## config.mk

```make
export PLATFORM = sky130hd
export DESIGN_NAME = asr_scan_block
export DESIGN_NICKNAME = d
export VERILOG_FILES = /design/src/include/asr_pkg.sv /design/src/verilog/asr_scan_block.sv
export SDC_FILE = /design/constraint.sdc
export NUM_CORES = 1
export LEC_CHECK = 0
export BUFFER_PORTS_ARGS = -buffer_cell sky130_fd_sc_hd__buf_2
export CORE_AREA = 4 4 248 250
export CTS_CLUSTER_SIZE = 10
export DETAILED_ROUTE_END_ITERATION = 12
export DIE_AREA = 0 0 252 254
export PLACE_DENSITY_LB_ADDON = 0.15
export SYNTH_ARGS = -nofsm -noshare
export SYNTH_HDL_FRONTEND = slang
export SYNTH_SLANG_ARGS = --single-unit
```

## constraint.sdc

```tcl
create_clock -name i_sys_clk -period 5.7 [get_ports i_sys_clk]
set_clock_uncertainty 0.05 [all_clocks]
set_input_delay 1.14 -clock i_sys_clk [delete_from_list [all_inputs] [get_ports i_sys_clk]]
set_output_delay 1.14 -clock i_sys_clk [all_outputs]
set_load 0.03 [all_outputs]
```

## src/include/asr_pkg.sv

```systemverilog
/*
 * Package for the scan result readout and input select block:
 * register offsets, field positions, reset values and carrier types.
 * Assumes a 32-bit register port with one aligned word per register.
 */
package asr_pkg;

    // ==========================================================
    // Register offsets (byte addresses)
    // ==========================================================
    localparam logic [7:0] OFS_SCAN_FIFO_CFG = 8'h80;
    localparam logic [7:0] OFS_SCAN_FIFO_POP_DATA = 8'h84;
    localparam logic [7:0] OFS_SCAN_FIFO_STATUS = 8'h88;
    localparam logic [7:0] OFS_SCAN_LATEST_RESULT = 8'h8C;
    localparam logic [7:0] OFS_IRQ_STATUS = 8'h90;
    localparam logic [7:0] OFS_IRQ_MASK = 8'h94;
    localparam logic [7:0] OFS_SINGLE_QUEUE_SEL = 8'h98;
    localparam logic [7:0] OFS_SCAN_ENTRY_BASE = 8'hA0;

    // ==========================================================
    // Field positions and reset values
    // ==========================================================
    localparam int ALIGN_LSB = 0;
    localparam int SHOW_ENTRY_IDENTIFIER_BIT = 3;
    localparam int CMP_BIT = 17;
    localparam int CFG_BIT = 16;
    localparam int ENTRY_W = 18;
    localparam logic [31:0] RST_ZERO = 32'h0000_0000;
    localparam logic [7:0] SHOWN_ID_NONE = 8'h00;
    localparam int IRQ_W = 3;
    localparam int IRQ_PUSH = 0;
    localparam int IRQ_OVFL = 1;
    localparam int IRQ_EMPTY_POP = 2;

    // Alignment codes
    typedef enum logic [2:0] {
        right_justify_12bit = 3'h0,
        right_justify_16bit = 3'h1,
        right_justify_20bit = 3'h2,
        left_justify_12bit = 3'h3,
        left_justify_16bit = 3'h4,
        left_justify_20bit = 3'h5
    } asr_align_t;

    // Positive port codes
    localparam logic [3:0] PORT_GND = 4'h0;
    localparam logic [3:0] PORT_SUPPLY = 4'h1;
    localparam logic [3:0] PORT_CONV_CH = 4'h2;
    localparam logic [3:0] PORT_ANALOG_PAD = 4'h4;
    localparam logic [3:0] PORT_IO_FIRST = 4'h8;
    localparam logic [3:0] PORT_IO_LAST = 4'hB;

    // Entry register layout, shared by single queue and scan entries
    typedef struct packed {
        logic window_compare_enable;
        logic settings_group_sel;
        logic [3:0] positive_port_select;
        logic [3:0] positive_pin_select;
        logic [3:0] negative_port_select;
        logic [3:0] negative_pin_select;
    } asr_entry_t;

    // Decoded multiplexer selection handed to the analog front end
    typedef struct packed {
        logic pos_ground;
        logic pos_supply;
        logic pos_conv_ch;
        logic pos_pad;
        logic pos_io;
        logic [1:0] pos_io_port;
        logic [3:0] pos_pin;
        logic neg_ground;
        logic neg_conv_ch;
        logic neg_pad;
        logic neg_io;
        logic [1:0] neg_io_port;
        logic [3:0] neg_pin;
        logic compare_en;
        logic settings_group;
    } asr_route_t;

    // Register bus request
    typedef struct packed {
        logic [7:0] addr;
        logic [31:0] wdata;
        logic wr;
        logic rd;
    } asr_bus_t;

    // Conversion result from the engine
    typedef struct packed {
        logic [19:0] data;
        logic [7:0] id;
    } asr_result_t;

endpackage : asr_pkg

```

## src/verilog/asr_scan_block.sv

```systemverilog
/*
 * Scan result FIFO readout, output word alignment and the single queue /
 * scan entry input selection registers of an incremental converter.
 * Assumes the conversion engine presents one result per pulse on the
 * same clock, and a register master that obeys one-cycle strobes.
 */
// Contract
// [RULE1] Right codes: id top, sign, data low
// [RULE2] Left codes: data top, zeros, id low
// [RULE3] Alignment code in config bits 2:0
// [RULE4] Show-identifier bit inserts entry identifier
// [RULE5] Pop-data read returns oldest, pops it
// [RULE6] Status bits 3:0 give entry count
// [RULE7] Latest-result read never pops
// [RULE8] Overflow stops FIFO, latest still updates
// [RULE9] Entry bit 17 enables window compare
// [RULE10] Entry bit 16 picks settings group
// [RULE11] Positive port field decode, bits 15:12
// [RULE12] Positive pin field, bits 11:8
// [RULE13] Negative port field decode, bits 7:4
// [RULE14] Negative pin field, bits 3:0
// [RULE15] Identical entry layout, array at base
// [RULE16] Software keeps bits 31:18 at zero
// [RULE17] Empty pop leaves count and pointers
`timescale 1ns/1ps

module asr_scan_block
    import asr_pkg::*;
#(
    parameter int DEPTH = 4,
    parameter int NUM_ENTRIES = 16
)(
    input wire logic i_sys_clk,
    input wire logic i_rst_n,
    input wire logic i_clk_en,
    input wire logic [7:0] i_addr,
    input wire logic [31:0] i_wdata,
    input wire logic i_wr,
    input wire logic i_rd,
    output logic [31:0] o_rdata,
    input wire logic i_res_valid,
    input wire logic [19:0] i_res_data,
    input wire logic [7:0] i_res_id,
    input wire logic [3:0] i_scan_index,
    output asr_route_t o_single_route,
    output asr_route_t o_scan_route,
    output logic o_fifo_overflow,
    output logic o_irq
);

    // ==========================================================
    // Elaboration checks
    // ==========================================================
    localparam int AW = $clog2(DEPTH);
    // Count field is 4 bits and pointers wrap, so depth stays a power of two
    if (DEPTH < 2 || DEPTH > 8 || (DEPTH & (DEPTH - 1)) != 0)
    begin : g_bad_depth
        $error("DEPTH must be a power of two from 2 to 8");
    end
    if (NUM_ENTRIES < 1 || NUM_ENTRIES > 16)
    begin : g_bad_entries
        $error("NUM_ENTRIES must be 1 to 16");
    end

    // ==========================================================
    // State
    // ==========================================================
    typedef struct packed {
        logic [2:0] align;
        logic show_id;
        logic [DEPTH-1:0][31:0] mem;
        logic [AW-1:0] wptr;
        logic [AW-1:0] rptr;
        logic [3:0] count;
        logic ovfl;
        logic [31:0] latest;
        logic [31:0] rdata;
        logic [IRQ_W-1:0] irq_stat;
        logic [IRQ_W-1:0] irq_mask;
        asr_entry_t single_sel;
        logic [NUM_ENTRIES-1:0][ENTRY_W-1:0] scan_sel;
    } asr_state_t;

    asr_state_t st;
    asr_state_t next_st;

    asr_bus_t bus;
    asr_result_t res;
    assign bus = '{addr: i_addr, wdata: i_wdata, wr: i_wr, rd: i_rd};
    assign res = '{data: i_res_data, id: i_res_id};

    // ==========================================================
    // Output word formatting
    // ==========================================================
    logic [7:0] shown_id;
    logic [31:0] word;
    always_comb
    begin
        shown_id = st.show_id ? res.id : SHOWN_ID_NONE; // [RULE4]
        case (asr_align_t'(st.align)) // [RULE3]
            right_justify_12bit:
                word = {shown_id, {12{res.data[11]}}, res.data[11:0]};
            right_justify_16bit:
                word = {shown_id, {8{res.data[15]}}, res.data[15:0]};
            right_justify_20bit: // [RULE1]
                word = {shown_id, {4{res.data[19]}}, res.data[19:0]};
            left_justify_12bit:
                word = {res.data[11:0], 12'h000, shown_id};
            left_justify_16bit:
                word = {res.data[15:0], 8'h00, shown_id};
            left_justify_20bit: // [RULE2]
                word = {res.data[19:0], 4'h0, shown_id};
            default:
                word = {shown_id, {12{res.data[11]}}, res.data[11:0]};
        endcase
    end

    // ==========================================================
    // Entry decode toward the analog multiplexer
    // ==========================================================
    function automatic asr_route_t decode(input asr_entry_t e);
        asr_route_t r;
        r = '0;
        r.compare_en = e.window_compare_enable; // [RULE9]
        r.settings_group = e.settings_group_sel; // [RULE10]
        r.pos_ground = (e.positive_port_select == PORT_GND); // [RULE11]
        r.pos_supply = (e.positive_port_select == PORT_SUPPLY);
        r.pos_conv_ch = (e.positive_port_select == PORT_CONV_CH);
        r.pos_pad = (e.positive_port_select == PORT_ANALOG_PAD);
        r.pos_io = (e.positive_port_select >= PORT_IO_FIRST) &&
                   (e.positive_port_select <= PORT_IO_LAST);
        r.pos_io_port = e.positive_port_select[1:0];
        r.pos_pin = e.positive_pin_select; // [RULE12]
        r.neg_ground = (e.negative_port_select == PORT_GND); // [RULE13]
        r.neg_conv_ch = (e.negative_port_select == PORT_CONV_CH);
        r.neg_pad = (e.negative_port_select == PORT_ANALOG_PAD);
        r.neg_io = (e.negative_port_select >= PORT_IO_FIRST) &&
                   (e.negative_port_select <= PORT_IO_LAST);
        r.neg_io_port = e.negative_port_select[1:0];
        r.neg_pin = e.negative_pin_select; // [RULE14]
        return r;
    endfunction : decode

    logic [3:0] scan_idx;
    always_comb
    begin
        // Compared as int: a 4-bit copy of 16 would wrap to zero
        scan_idx = (int'(i_scan_index) < NUM_ENTRIES) ? i_scan_index : 4'h0;
    end

    // ==========================================================
    // Address decode for the scan entry array
    // ==========================================================
    logic entry_hit;
    logic [3:0] entry_idx;
    logic [7:0] entry_ofs;
    always_comb
    begin
        entry_ofs = bus.addr - OFS_SCAN_ENTRY_BASE; // [RULE15]
        entry_idx = entry_ofs[5:2];
        entry_hit = (bus.addr >= OFS_SCAN_ENTRY_BASE) &&
                    (entry_ofs[7:6] == 2'b00) && (entry_ofs[1:0] == 2'b00) &&
                    (int'(entry_idx) < NUM_ENTRIES);
    end

    // ==========================================================
    // Next state
    // ==========================================================
    logic push;
    logic pop;
    logic empty_pop;
    logic [IRQ_W-1:0] ev;
    always_comb
    begin
        next_st = st;
        // Overflowed FIFO takes no new words until drained below full
        push = i_res_valid && !st.ovfl && (st.count != 4'(DEPTH)); // [RULE8]
        pop = bus.rd && (bus.addr == OFS_SCAN_FIFO_POP_DATA) &&
              (st.count != 4'h0); // [RULE5]
        empty_pop = bus.rd && (bus.addr == OFS_SCAN_FIFO_POP_DATA) &&
                    (st.count == 4'h0); // [RULE17]
        ev = '0;
        ev[IRQ_PUSH] = push;
        ev[IRQ_OVFL] = i_res_valid && !push;
        ev[IRQ_EMPTY_POP] = empty_pop;

        if (i_res_valid)
            next_st.latest = word; // [RULE8]
        if (push)
        begin
            next_st.mem[st.wptr] = word;
            next_st.wptr = st.wptr + AW'(1);
        end
        if (pop)
            next_st.rptr = st.rptr + AW'(1); // [RULE5]
        next_st.count = st.count + {3'h0, push} - {3'h0, pop}; // [RULE6]
        if (i_res_valid && !push)
            next_st.ovfl = 1'b1;
        else if (pop)
            next_st.ovfl = 1'b0;

        // Read data, registered for the cycle after the strobe
        next_st.rdata = 32'h0000_0000;
        if (bus.rd)
        begin
            case (bus.addr)
                OFS_SCAN_FIFO_CFG:
                    next_st.rdata = {28'h0, st.show_id, st.align};
                OFS_SCAN_FIFO_POP_DATA:
                    next_st.rdata = (st.count != 4'h0) ?
                                    st.mem[st.rptr] : 32'h0000_0000;
                OFS_SCAN_FIFO_STATUS:
                    next_st.rdata = {28'h0, st.count}; // [RULE6]
                OFS_SCAN_LATEST_RESULT:
                    next_st.rdata = st.latest; // [RULE7]
                OFS_IRQ_STATUS:
                    next_st.rdata = {29'h0, st.irq_stat};
                OFS_IRQ_MASK:
                    next_st.rdata = {29'h0, st.irq_mask};
                OFS_SINGLE_QUEUE_SEL:
                    next_st.rdata = {14'h0, st.single_sel};
                default:
                    if (entry_hit)
                        next_st.rdata = {14'h0, st.scan_sel[entry_idx]};
            endcase
        end

        // Sticky status: a read clears, but a same-cycle event wins
        if (bus.rd && bus.addr == OFS_IRQ_STATUS)
            next_st.irq_stat = ev;
        else
            next_st.irq_stat = st.irq_stat | ev;

        // Writes; upper entry bits are dropped
        if (bus.wr)
        begin
            case (bus.addr)
                OFS_SCAN_FIFO_CFG:
                begin
                    next_st.align = bus.wdata[ALIGN_LSB +: 3]; // [RULE3]
                    next_st.show_id = bus.wdata[SHOW_ENTRY_IDENTIFIER_BIT]; // [RULE4]
                end
                OFS_IRQ_MASK:
                    next_st.irq_mask = bus.wdata[IRQ_W-1:0];
                OFS_SINGLE_QUEUE_SEL:
                    next_st.single_sel = bus.wdata[ENTRY_W-1:0]; // [RULE15]
                default:
                    if (entry_hit)
                        next_st.scan_sel[entry_idx] =
                            bus.wdata[ENTRY_W-1:0]; // [RULE15]
            endcase
        end
    end

    // ==========================================================
    // State register
    // ==========================================================
    always_ff @(posedge i_sys_clk or negedge i_rst_n)
    begin
        if (!i_rst_n)
            st <= '0;
        else if (i_clk_en)
            st <= next_st;
    end

    // Outputs
    assign o_rdata = st.rdata;
    assign o_single_route = decode(st.single_sel);
    assign o_scan_route = decode(asr_entry_t'(st.scan_sel[scan_idx]));
    assign o_fifo_overflow = st.ovfl;
    assign o_irq = |(st.irq_stat & st.irq_mask);
endmodule : asr_scan_block
```

==> impl_results.md, run 1 <==
- Outcome: complete, no violations
- Post-synthesis compound-gate area fraction: 7.47%
- Synth area leader: dfrtp_1
- RSZ-0062 raised after global routing: no
- Final nets: 2,182
- Mux cell area share after synthesis: 32.1%
- Synth warn: 0
- RePlAce Congestion: 0.852
- Total die area: 64,000 sq um
- Max clock buf depth: 3
- CTS clk-pin slew, worst paths: 0.05 ns
- Grt ovf: 0
- Crit-path cells: buf_4, buf_4, mux4_2, mux2i_1, nand2_1, o21ai_0, and4b_1, buf_2
- Total length of routed wires: 74,800 um
- Clk_lat worst skew: 0.63 ns
- Share of the yosys chip area belonging to registers: 48.8%
- Per-cell routed wire length: 25.9 um
- Reg2Reg Capture Point: st[506]
- Hold path cells: 2
- Share of the synthesized area in the top cell type: 48.8%
- Height of the die: 254 um
- First-pass GRT wire length: 114,000 um
- Pleak: 13.5 nW
- Peak supply drop: 209 uV
- Total I/O pin count: 158
- Adder-cell area share of the yosys netlist: 0.641%
- Syn avg cell area: 13.0 sq um
- Final cycle utilization of the critical path: 83.0%
- Via density: 6.02
- Worst path required time: 4.51 ns
- Syn Nets: 2,128
- Worst reg-to-reg setup slack: 2.57 ns
- Synth Area in Simple Gates: 6.36%
- Remaining antenna violation count: 0
- Critical Path AT: 3.54 ns
- Post-synthesis register bit count: 517
- DR iter-0 viols: 1,189
- Min cycle time layout: 4.73 ns
- Main area contributors after synthesis: dfrtp_1 (49%), mux4_2 (16%), mux2_2 (14%)
- CP max-delay cell: mux4_2
- Root Driver: clkbuf_16
- Layout cells sized above 1: 39.2%
- MaxCap Viol Count: 0
- Synthesized area: 26,500 sq um
- TritonCTS Buffers: 60
- Peak Freq: 0.211 GHz
- Hold path start: st[471]
- Crit-path leading delay family: buffers and inverters
- Worst setup EP type: output pin
- Hold WS: 0.425 ns
- Reg-to-reg startpoint: st[516]
- Endpoint, Worst Hold: st[471]
- Final hold vios: 0
- Slowest stage delay, CP: 0.54 ns
- Number of I/O port buffers: 143
- DR pass1 iterations: 5
- Hold/Removal Path Class: reg2reg
- DRC viols: 0
- Post_cts resized: 0
- Vias in the first global route: 18.1k
- # rows: 89
- Syn Inst Count: 2,037
- Top_reg_cell synth: dfrtp_1
- Critical path class: in2out
- Via count: 17.4k
- XOR/XNOR Fraction of Synth Area: 0.165%
- CTS Hold Bufs: 0
- Async set-reset flop share out of synthesis: 100%
- Slew at the pin closest to its max-slew limit: 1.26 ns
- Main combinational cell family by area after synthesis: multiplexers
- Slew Limit Fails: 0
- Fin util: 49.7%
- Slew headroom: 15.9%
- Most Frequent Cell on Critical Path: buf_4
- Core box area: 59,000 sq um
- Worst Reg2Reg Path Length in Cells: 5
- Final setup fails: 0
- Largest net degree at the start of global routing: 127
- Overall routing resource usage: 23.4%
- Max FO, Critical Path: 26
- Post-synthesis cell type count: 67
- EDFF count, synth: 0
- Die W: 252 um
- Worst path bufs/invs: 3
- Startpoint Class: input port
- Initial core utilization: 45.0%
- TNS Setup: 0 ns
- Power per cell area: 285 nW/um^2
- Dpl hpwl: 47,000 um
- Layout area overhead: 10.6%
- Antenna violations before repair: 1
- Overall Power: 8.36 mW
- Postcts setup bufs: 0
- H-tree Lvls: 2
- TritonCTS clock tree: yes
- TritonCTS Sinks: 517
[stage by stage]
stage / cell area, sq um / instances / setup slack [ns]
floorplan: 26500 / 2037 / 1.01
global placement: 27600 / 2802 / 0.930
detailed placement: 27600 / 2802 / 0.931
CTS: 29300 / 2890 / 0.930
global route: 29300 / 2890 / 0.774
finish: 29300 / 2892 / 0.966
[cells in the final DEF, fill, tap and decap left out, types with 3 or more instances in the layout]
master,Yosys,routed
nor4b_1,5,5
nor2_2,9,9
mux2_2,330,330
mux2i_1,39,39
buf_4,51,53
inv_1,31,31
buf_2,48,138
o22ai_1,3,3
a221oi_1,25,25
nor3_1,14,13
nor4_1,3,3
nand2b_1,7,7
o221ai_1,14,14
clkbuf_16,0,60
a21o_1,4,4
o311ai_0,3,3
and3_1,4,4
dfrtp_1,517,516
mux2_4,20,20
mux4_2,183,183
a31oi_1,8,8
nor2b_1,28,28
nor2_1,41,41
and2_1,4,4
buf_12,1,4
clkbuf_8,0,6
ha_1,12,12
a21oi_1,41,41
a22oi_1,19,19
nand2_1,218,213
clkbuf_1,91,19
xnor2_1,4,4
a211oi_1,11,11
nand2_2,2,7
nand3_1,8,8
o21ai_0,182,182
nand4_1,4,4
a22o_1,4,4
[state kept, by name, summed over array words and instances (netlist names)]
signal / cells
o_fifo_overflow: 1
o_rdata: 32
o_single_route: 14
st: 470
[tightest hold or removal path, delay by kind of cell, from the launching register on]
family | cells | cell delay (ns)
AO/OA/AOI/OAI | 1 | 0.06
flip-flops | 1 | 0.34
AND/OR/NAND/NOR | 1 | 0.04
[cells in the mapped netlist (all sizes together), types with 2 or more instances]
library cell	number
dfrtp	517
mux2	350
nand2	221
mux4	183
o21ai	183
buf	113
clkbuf	91
nor2	50
a21oi	41
mux2i	39
inv	32
nor2b	28
a221oi	26
a22oi	19
nor3	15
o221ai	14
a211oi	12
ha	12
nand3	10
a31oi	8
nand2b	7
nor4b	5
a21o	4
a22o	4
and2	4
and3	4
nand4	4
xnor2	4
nor3b	3
nor4	3
o22ai	3
o311ai	3
a221o	2
a2bb2oi	2
a311oi	2
a31o	2
and4	2
nand3b	2
or3	2
[metal layers]
layer  track usage, %  part of all wire, %  vias up
li1                 -                    -     7622
met1             32.3                   43     9183
met4             6.54                  2.5        0
met2             38.2                   48      491
met5                0                    0        -
met3             4.60                  5.9      104
[how the worst max path moves through the flow]
stage | slack [ns] | endpoint | from | cells after the start
floorplan | 1.01 | o_scan_route[19] | i_scan_index[0] | 6
global placement | 0.93 | o_scan_route[10] | i_scan_index[0] | 8
detailed placement | 0.93 | o_scan_route[10] | i_scan_index[0] | 8
CTS | 0.93 | o_scan_route[10] | i_scan_index[0] | 8
global route | 0.77 | o_scan_route[10] | i_scan_index[0] | 8
finish | 0.97 | o_scan_route[10] | i_scan_index[0] | 8
[cell families (layout without fill, tap and decap cells)]
family / count (synthesis) / in the layout
XOR/XNOR: 5 / 5
other: 0 / 2
buffers and inverters: 236 / 316
AO/OA/AOI/OAI: 329 / 329
adder cells (fa/ha/maj): 13 / 13
AND/OR/NAND/NOR: 365 / 365
flip-flops: 517 / 517
multiplexers: 572 / 572
[report_power, final]
group          switching (mW)  internal, mW
combinational           0.490         0.360
sequential              0.155          3.91
clock                    1.47          1.97
[final cells by class]
class                           count  area, sq um
Antenna cell                        2         5.00
Timing Repair Buffer              196         1180
Inverter                           32          120
Clock buffer                       85         1660
Sequential cell                   517        12900
Multi-Input combinational cell   1284        12400
Fill cell                        5167        29700
Tap cell                          773          967
Clock inverter                      3         30.0
(Power assumes the default switching activity.)
==> inputs of run 2 (changes only) <==
==> constraint.sdc (replaced) <==
create_clock -name i_sys_clk -period 4 [get_ports i_sys_clk]
set_clock_uncertainty 0.05 [all_clocks]
set_input_delay 0.8 -clock i_sys_clk [delete_from_list [all_inputs] [get_ports i_sys_clk]]
set_output_delay 0.8 -clock i_sys_clk [all_outputs]
set_load 0.03 [all_outputs]
==> run 2 against run 1 <==
Sequential power increased by 42%; critical path depth decreased by 1; final cell count increased by 0.66%; highest routed layer is now met5; sequential share of layout area decreased by 0.50 points; hold slack got worse by 0.26 ns; total power increased by 46%; via count increased by 0.31%.
==> impl_results.md, run 2 (synthesis gave the netlist of run 1 again) <==
- Reg-to-reg startpoint: st[379]
- Critical path class: in2out
- TritonCTS clock tree: yes
- Overall routing resource usage: 23.3%
- Final nets: 2,201
- Total I/O pin count: 158
- Height of the die: 254 um
- Outcome: complete, no violations
- Slew at the pin closest to its max-slew limit: 1.02 ns
- MaxCap Viol Count: 0
- DRC viols: 0
- Vias in the first global route: 18.1k
- Post_cts resized: 0
- Final cycle utilization of the critical path: 95.3%
- Postcts setup bufs: 0
- TritonCTS Buffers: 61
- TritonCTS Sinks: 517
- Most frequent cells in the layout: dfrtp_1 (516), mux2_2 (330), nand2_1 (213), mux4_2 (183), o21ai_0 (182)
- First-pass GRT wire length: 114,000 um
- Worst path required time: 3.15 ns
- Number of I/O port buffers: 143
- CTS Hold Bufs: 0
- Critical Path AT: 2.96 ns
- Worst setup EP type: output pin
- DR iter-0 viols: 1,149
- RSZ-0062 raised after global routing: no
- Final setup fails: 0
- H-tree Lvls: 2
- Layout cells sized above 1: 40.0%
- Dpl hpwl: 47,500 um
- Hold WS: 0.167 ns
- Startpoint Class: input port
- Worst path bufs/invs: 3
- Per-cell routed wire length: 25.5 um
- Layout fillers: 5,159
- Slew headroom: 31.7%
- Largest register FFs: 470
- TNS Setup: 0 ns
- Final instance area: 29,700 sq um
- Total length of routed wires: 74,200 um
- Max clock buf depth: 3
- Dpl cell area: 27,900 sq um
- Crit-path leading delay family: compound AO/OA/AOI/OAI gates
- Peak supply drop: 341 uV
- Power per cell area: 410 nW/um^2
- Pleak: 13.6 nW
- # rows: 89
- Root Driver: clkbuf_16
- CP max-delay cell: mux4_2
- Core box area: 59,000 sq um
- Antenna violations before repair: 3
- Layout area overhead: 11.9%
- Hold/Removal Path Class: in2async
- Max FO, Critical Path: 15
- Grt ovf: 0
- Total die area: 64,000 sq um
- Min cycle time layout: 3.81 ns
- Largest register by flop count: st
- Peak Freq: 0.262 GHz
- Via density: 6.00
- Overall Power: 12.2 mW
- Slowest stage delay, CP: 0.51 ns
- Die W: 252 um
- Remaining antenna violation count: 0
- Initial core utilization: 45.0%
- Largest net degree at the start of global routing: 89
- CP startpoint: i_scan_index[0]
- Slew Limit Fails: 0
- RePlAce Congestion: 0.849
- Clk_lat worst skew: 0.61 ns
- DR pass1 iterations: 5
- Crit-path cells: buf_4, buf_12, mux4_2, a22o_1, a221oi_1, and4b_1, buf_2
- Commonest non-fill, non-tap cell in the layout: dfrtp_1
- Final hold vios: 0
- Via count: 17.5k
- CTS clk-pin slew, worst paths: 0.05 ns
## run 2: stage by stage
stage | std cells | setup slack, ns | utilization (%)
after floorplan | 2037 | -0.0101 | -
after global placement | 2820 | 0.203 | 47.2
after detailed placement | 2820 | 0.197 | 47.2
after CTS | 2910 | 0.191 | 50.3
after global routing | 2910 | 0.0741 | 50.3
final | 2911 | 0.188 | 50.3
## run 2: metal layers
metal	vias to the layer above	part of all wire, %	wire length [um]	GRT usage [%]
met5	-	0.034	25	0
met4	4	2.6	1920	6.43
met3	130	5.5	4110	4.44
met1	9154	44	32500	32.7
met2	501	48	35700	37.6
li1	7665	-	-	-
## run 2: cell type report
class	count	area, sq um	area share [%]
Multi-Input combinational cell	1284	12400	41.9
Timing Repair Buffer	214	1410	4.74
Sequential cell	517	12900	43.6
Clock inverter	5	53.8	0.181
Clock buffer	85	1750	5.89
Inverter	32	120	0.405
Antenna cell	1	2.50	0.00843
Tap cell	773	967	3.26
## run 2: path summary, 6_finish.rpt
check / endpoint / slack [ns] / cells past startpoint
setup / recovery: o_scan_route[10] / 0.19 / 7
hold / removal: st[218] / 0.17 / 1
setup reg to reg: st[379] / 1.34 / 11
hold reg to reg: st[507] / 0.43 / 2
max in group asynchronous: st[90] / 2.75 / 2
min in group i_sys_clk: st[507] / 0.43 / 2
## run 2: where the power goes
group / switching, mW / total, mW / internal (mW)
combinational: 0.708 / 1.24 / 0.533
clock: 2.11 / 5.15 / 3.04
sequential: 0.217 / 5.79 / 5.57
==> inputs of run 3 (changes only) <==
==> constraint.sdc (replaced) <==
create_clock -name i_sys_clk -period 4.7 [get_ports i_sys_clk]
set_clock_uncertainty 0.05 [all_clocks]
set_input_delay 0.94 -clock i_sys_clk [delete_from_list [all_inputs] [get_ports i_sys_clk]]
set_output_delay 0.94 -clock i_sys_clk [all_outputs]
set_load 0.03 [all_outputs]
==> run 3 against run 2 <==
Final cell count down 0.76%; worst setup slack better by 0.37 ns; via count down 1.0%; core utilization down 0.48 points; critical endpoint is now o_scan_route[21]; largest cell class unchanged; sequential cell count unchanged; design area down 0.96%.
==> impl_results.md, run 3 (synthesis gave the netlist of run 1 again) <==
- Outcome: complete, no violations
- Grt ovf: 0
- Layout cells sized above 1: 39.5%
- # rows: 89
- Critical Path AT: 3.15 ns
- Power per cell area: 344 nW/um^2
- Slew headroom: 29.1%
- Largest register FFs: 470
- Layout fillers: 5,144
- Clock Power Share: 41.0%
- H-tree Lvls: 2
- CTS Hold Bufs: 0
- Worst path required time: 3.71 ns
- Final std cells w/o fill: 2,889
- Startpoint Class: input port
- Vias in the first global route: 18.0k
- Dpl hpwl: 47,700 um
- Core box area: 59,000 sq um
- DR pass1 iterations: 5
- Final hold vios: 0
- Hold/Removal Path Class: in2async
- TritonCTS Sinks: 517
- Per-cell routed wire length: 25.6 um
- RePlAce Congestion: 0.855
- Initial core utilization: 45.0%
- Pleak: 13.5 nW
- TritonCTS Buffers: 59
- Total length of routed wires: 73,900 um
- Peak supply drop: 284 uV
- Net Sw Power: 2.54 mW
- Max clock buf depth: 3
- Commonest non-fill, non-tap cell in the layout: dfrtp_1
- DRC viols: 0
- Combinational power share: 10.2%
- Reg2Reg Capture Point: st[477]
- First-pass GRT wire length: 114,000 um
- Post_cts resized: 0
- Worst Reg2Reg Path Length in Cells: 4
- Final cycle utilization of the critical path: 88.1%
- Critical path class: in2out
- Via density: 5.98
- Switching part of the total power: 25.2%
- TritonCTS clock tree: yes
- Largest register by flop count: st
- Worst reg-to-reg setup slack: 1.84 ns
- Number of I/O port buffers: 143
- Die W: 252 um
- Fin util: 49.8%
- Overall routing resource usage: 23.2%
- Max FO, Critical Path: 22
- Via count: 17.3k
- Placed cell count: 2,810
- Total I/O pin count: 158
- CTS clk-pin slew, worst paths: 0.06 ns
- Worst setup EP type: output pin
- Slew Limit Fails: 0
- Final nets: 2,189
- Antenna violations before repair: 3
- Register share of total power: 48.8%
- DR iter-0 viols: 1,258
- Most frequent cells in the layout: dfrtp_1 (516), mux2_2 (330), nand2_1 (213), mux4_2 (183), o21ai_0 (182)
- Peak Freq: 0.242 GHz
- MaxCap Viol Count: 0
- Root Driver: clkbuf_16
- Total die area: 64,000 sq um
- Postcts setup bufs: 0
- Remaining antenna violation count: 0
- Reg-to-reg startpoint: st[516]
- Final setup fails: 0
- Slew at the pin closest to its max-slew limit: 1.06 ns
- Pint: 7.56 mW
- TNS Setup: 0 ns
- Height of the die: 254 um
- RSZ-0062 raised after global routing: no
- Layout area overhead: 10.8%
- Largest net degree at the start of global routing: 124
- Clk_lat worst skew: 0.62 ns
- Min cycle time layout: 4.14 ns
run 3: cell count changes in the layout (fill, tap and decap cells not counted), sizes merged:
cell and delta:
buf -10, clkbuf -11, clkinv -1
run 3: stage by stage:
stage	hold slack (ns)	instance area, sq um	setup WS (ns)	power [mW]
6_report	0.225	29400	0.560	10.1
5_1_grt	0.254	29400	0.442	10.5
4_1_cts	0.223	29400	0.546	10.2
3_5_place_dp	0.415	27700	0.552	6.06
3_3_place_gp	0.406	27700	0.530	6.01
2_1_floorplan	0.395	26500	0.410	5.64
run 3: cell type report:
cell class	count	area (sq um)	share of cell area, %
Sequential cell	517	12900	44.0
Antenna cell	1	2.50	0.00851
Timing Repair Buffer	204	1280	4.36
Clock inverter	4	60.1	0.204
Clock buffer	74	1580	5.39
Inverter	32	120	0.409
Multi-Input combinational cell	1284	12400	42.3
Tap cell	773	967	3.29
run 3: power groups by stage:
stage | clock, mW | sequential, mW | combinational, mW
CTS | 4.22 | 4.93 | 1.05
global placement | 0 | 4.99 | 1.02
detailed placement | 0 | 5.01 | 1.05
global route | 4.39 | 4.97 | 1.15
floorplan | 0 | 4.93 | 0.709
finish | 4.14 | 4.93 | 1.03
run 3: routing by layer:
metal / vias to the layer above / global-route usage [%] / wire length, um
met3: 115 / 3.77 / 3650
met1: 9121 / 32.2 / 32200
met4: 2 / 5.61 / 1720
li1: 7605 / - / -
met2: 434 / 38.8 / 36300
met5: - / 0 / 11
run 3: critical path, cell delays in order:
cell     delay, ns
buf_2         0.59
buf_4         0.29
mux4_2        0.31
mux2i_1       0.35
a31oi_1       0.20
nor3_1        0.23
buf_2         0.23
run 3: how the worst max path moves through the flow:
stage | from | end | slack [ns]
6_report | i_scan_index[2] | o_scan_route[21] | 0.56
5_1_grt | i_scan_index[0] | o_scan_route[10] | 0.44
4_1_cts | i_scan_index[2] | o_scan_route[21] | 0.55
3_5_place_dp | i_scan_index[2] | o_scan_route[21] | 0.55
3_3_place_gp | i_scan_index[2] | o_scan_route[19] | 0.53
2_1_floorplan | i_scan_index[0] | o_scan_route[19] | 0.41
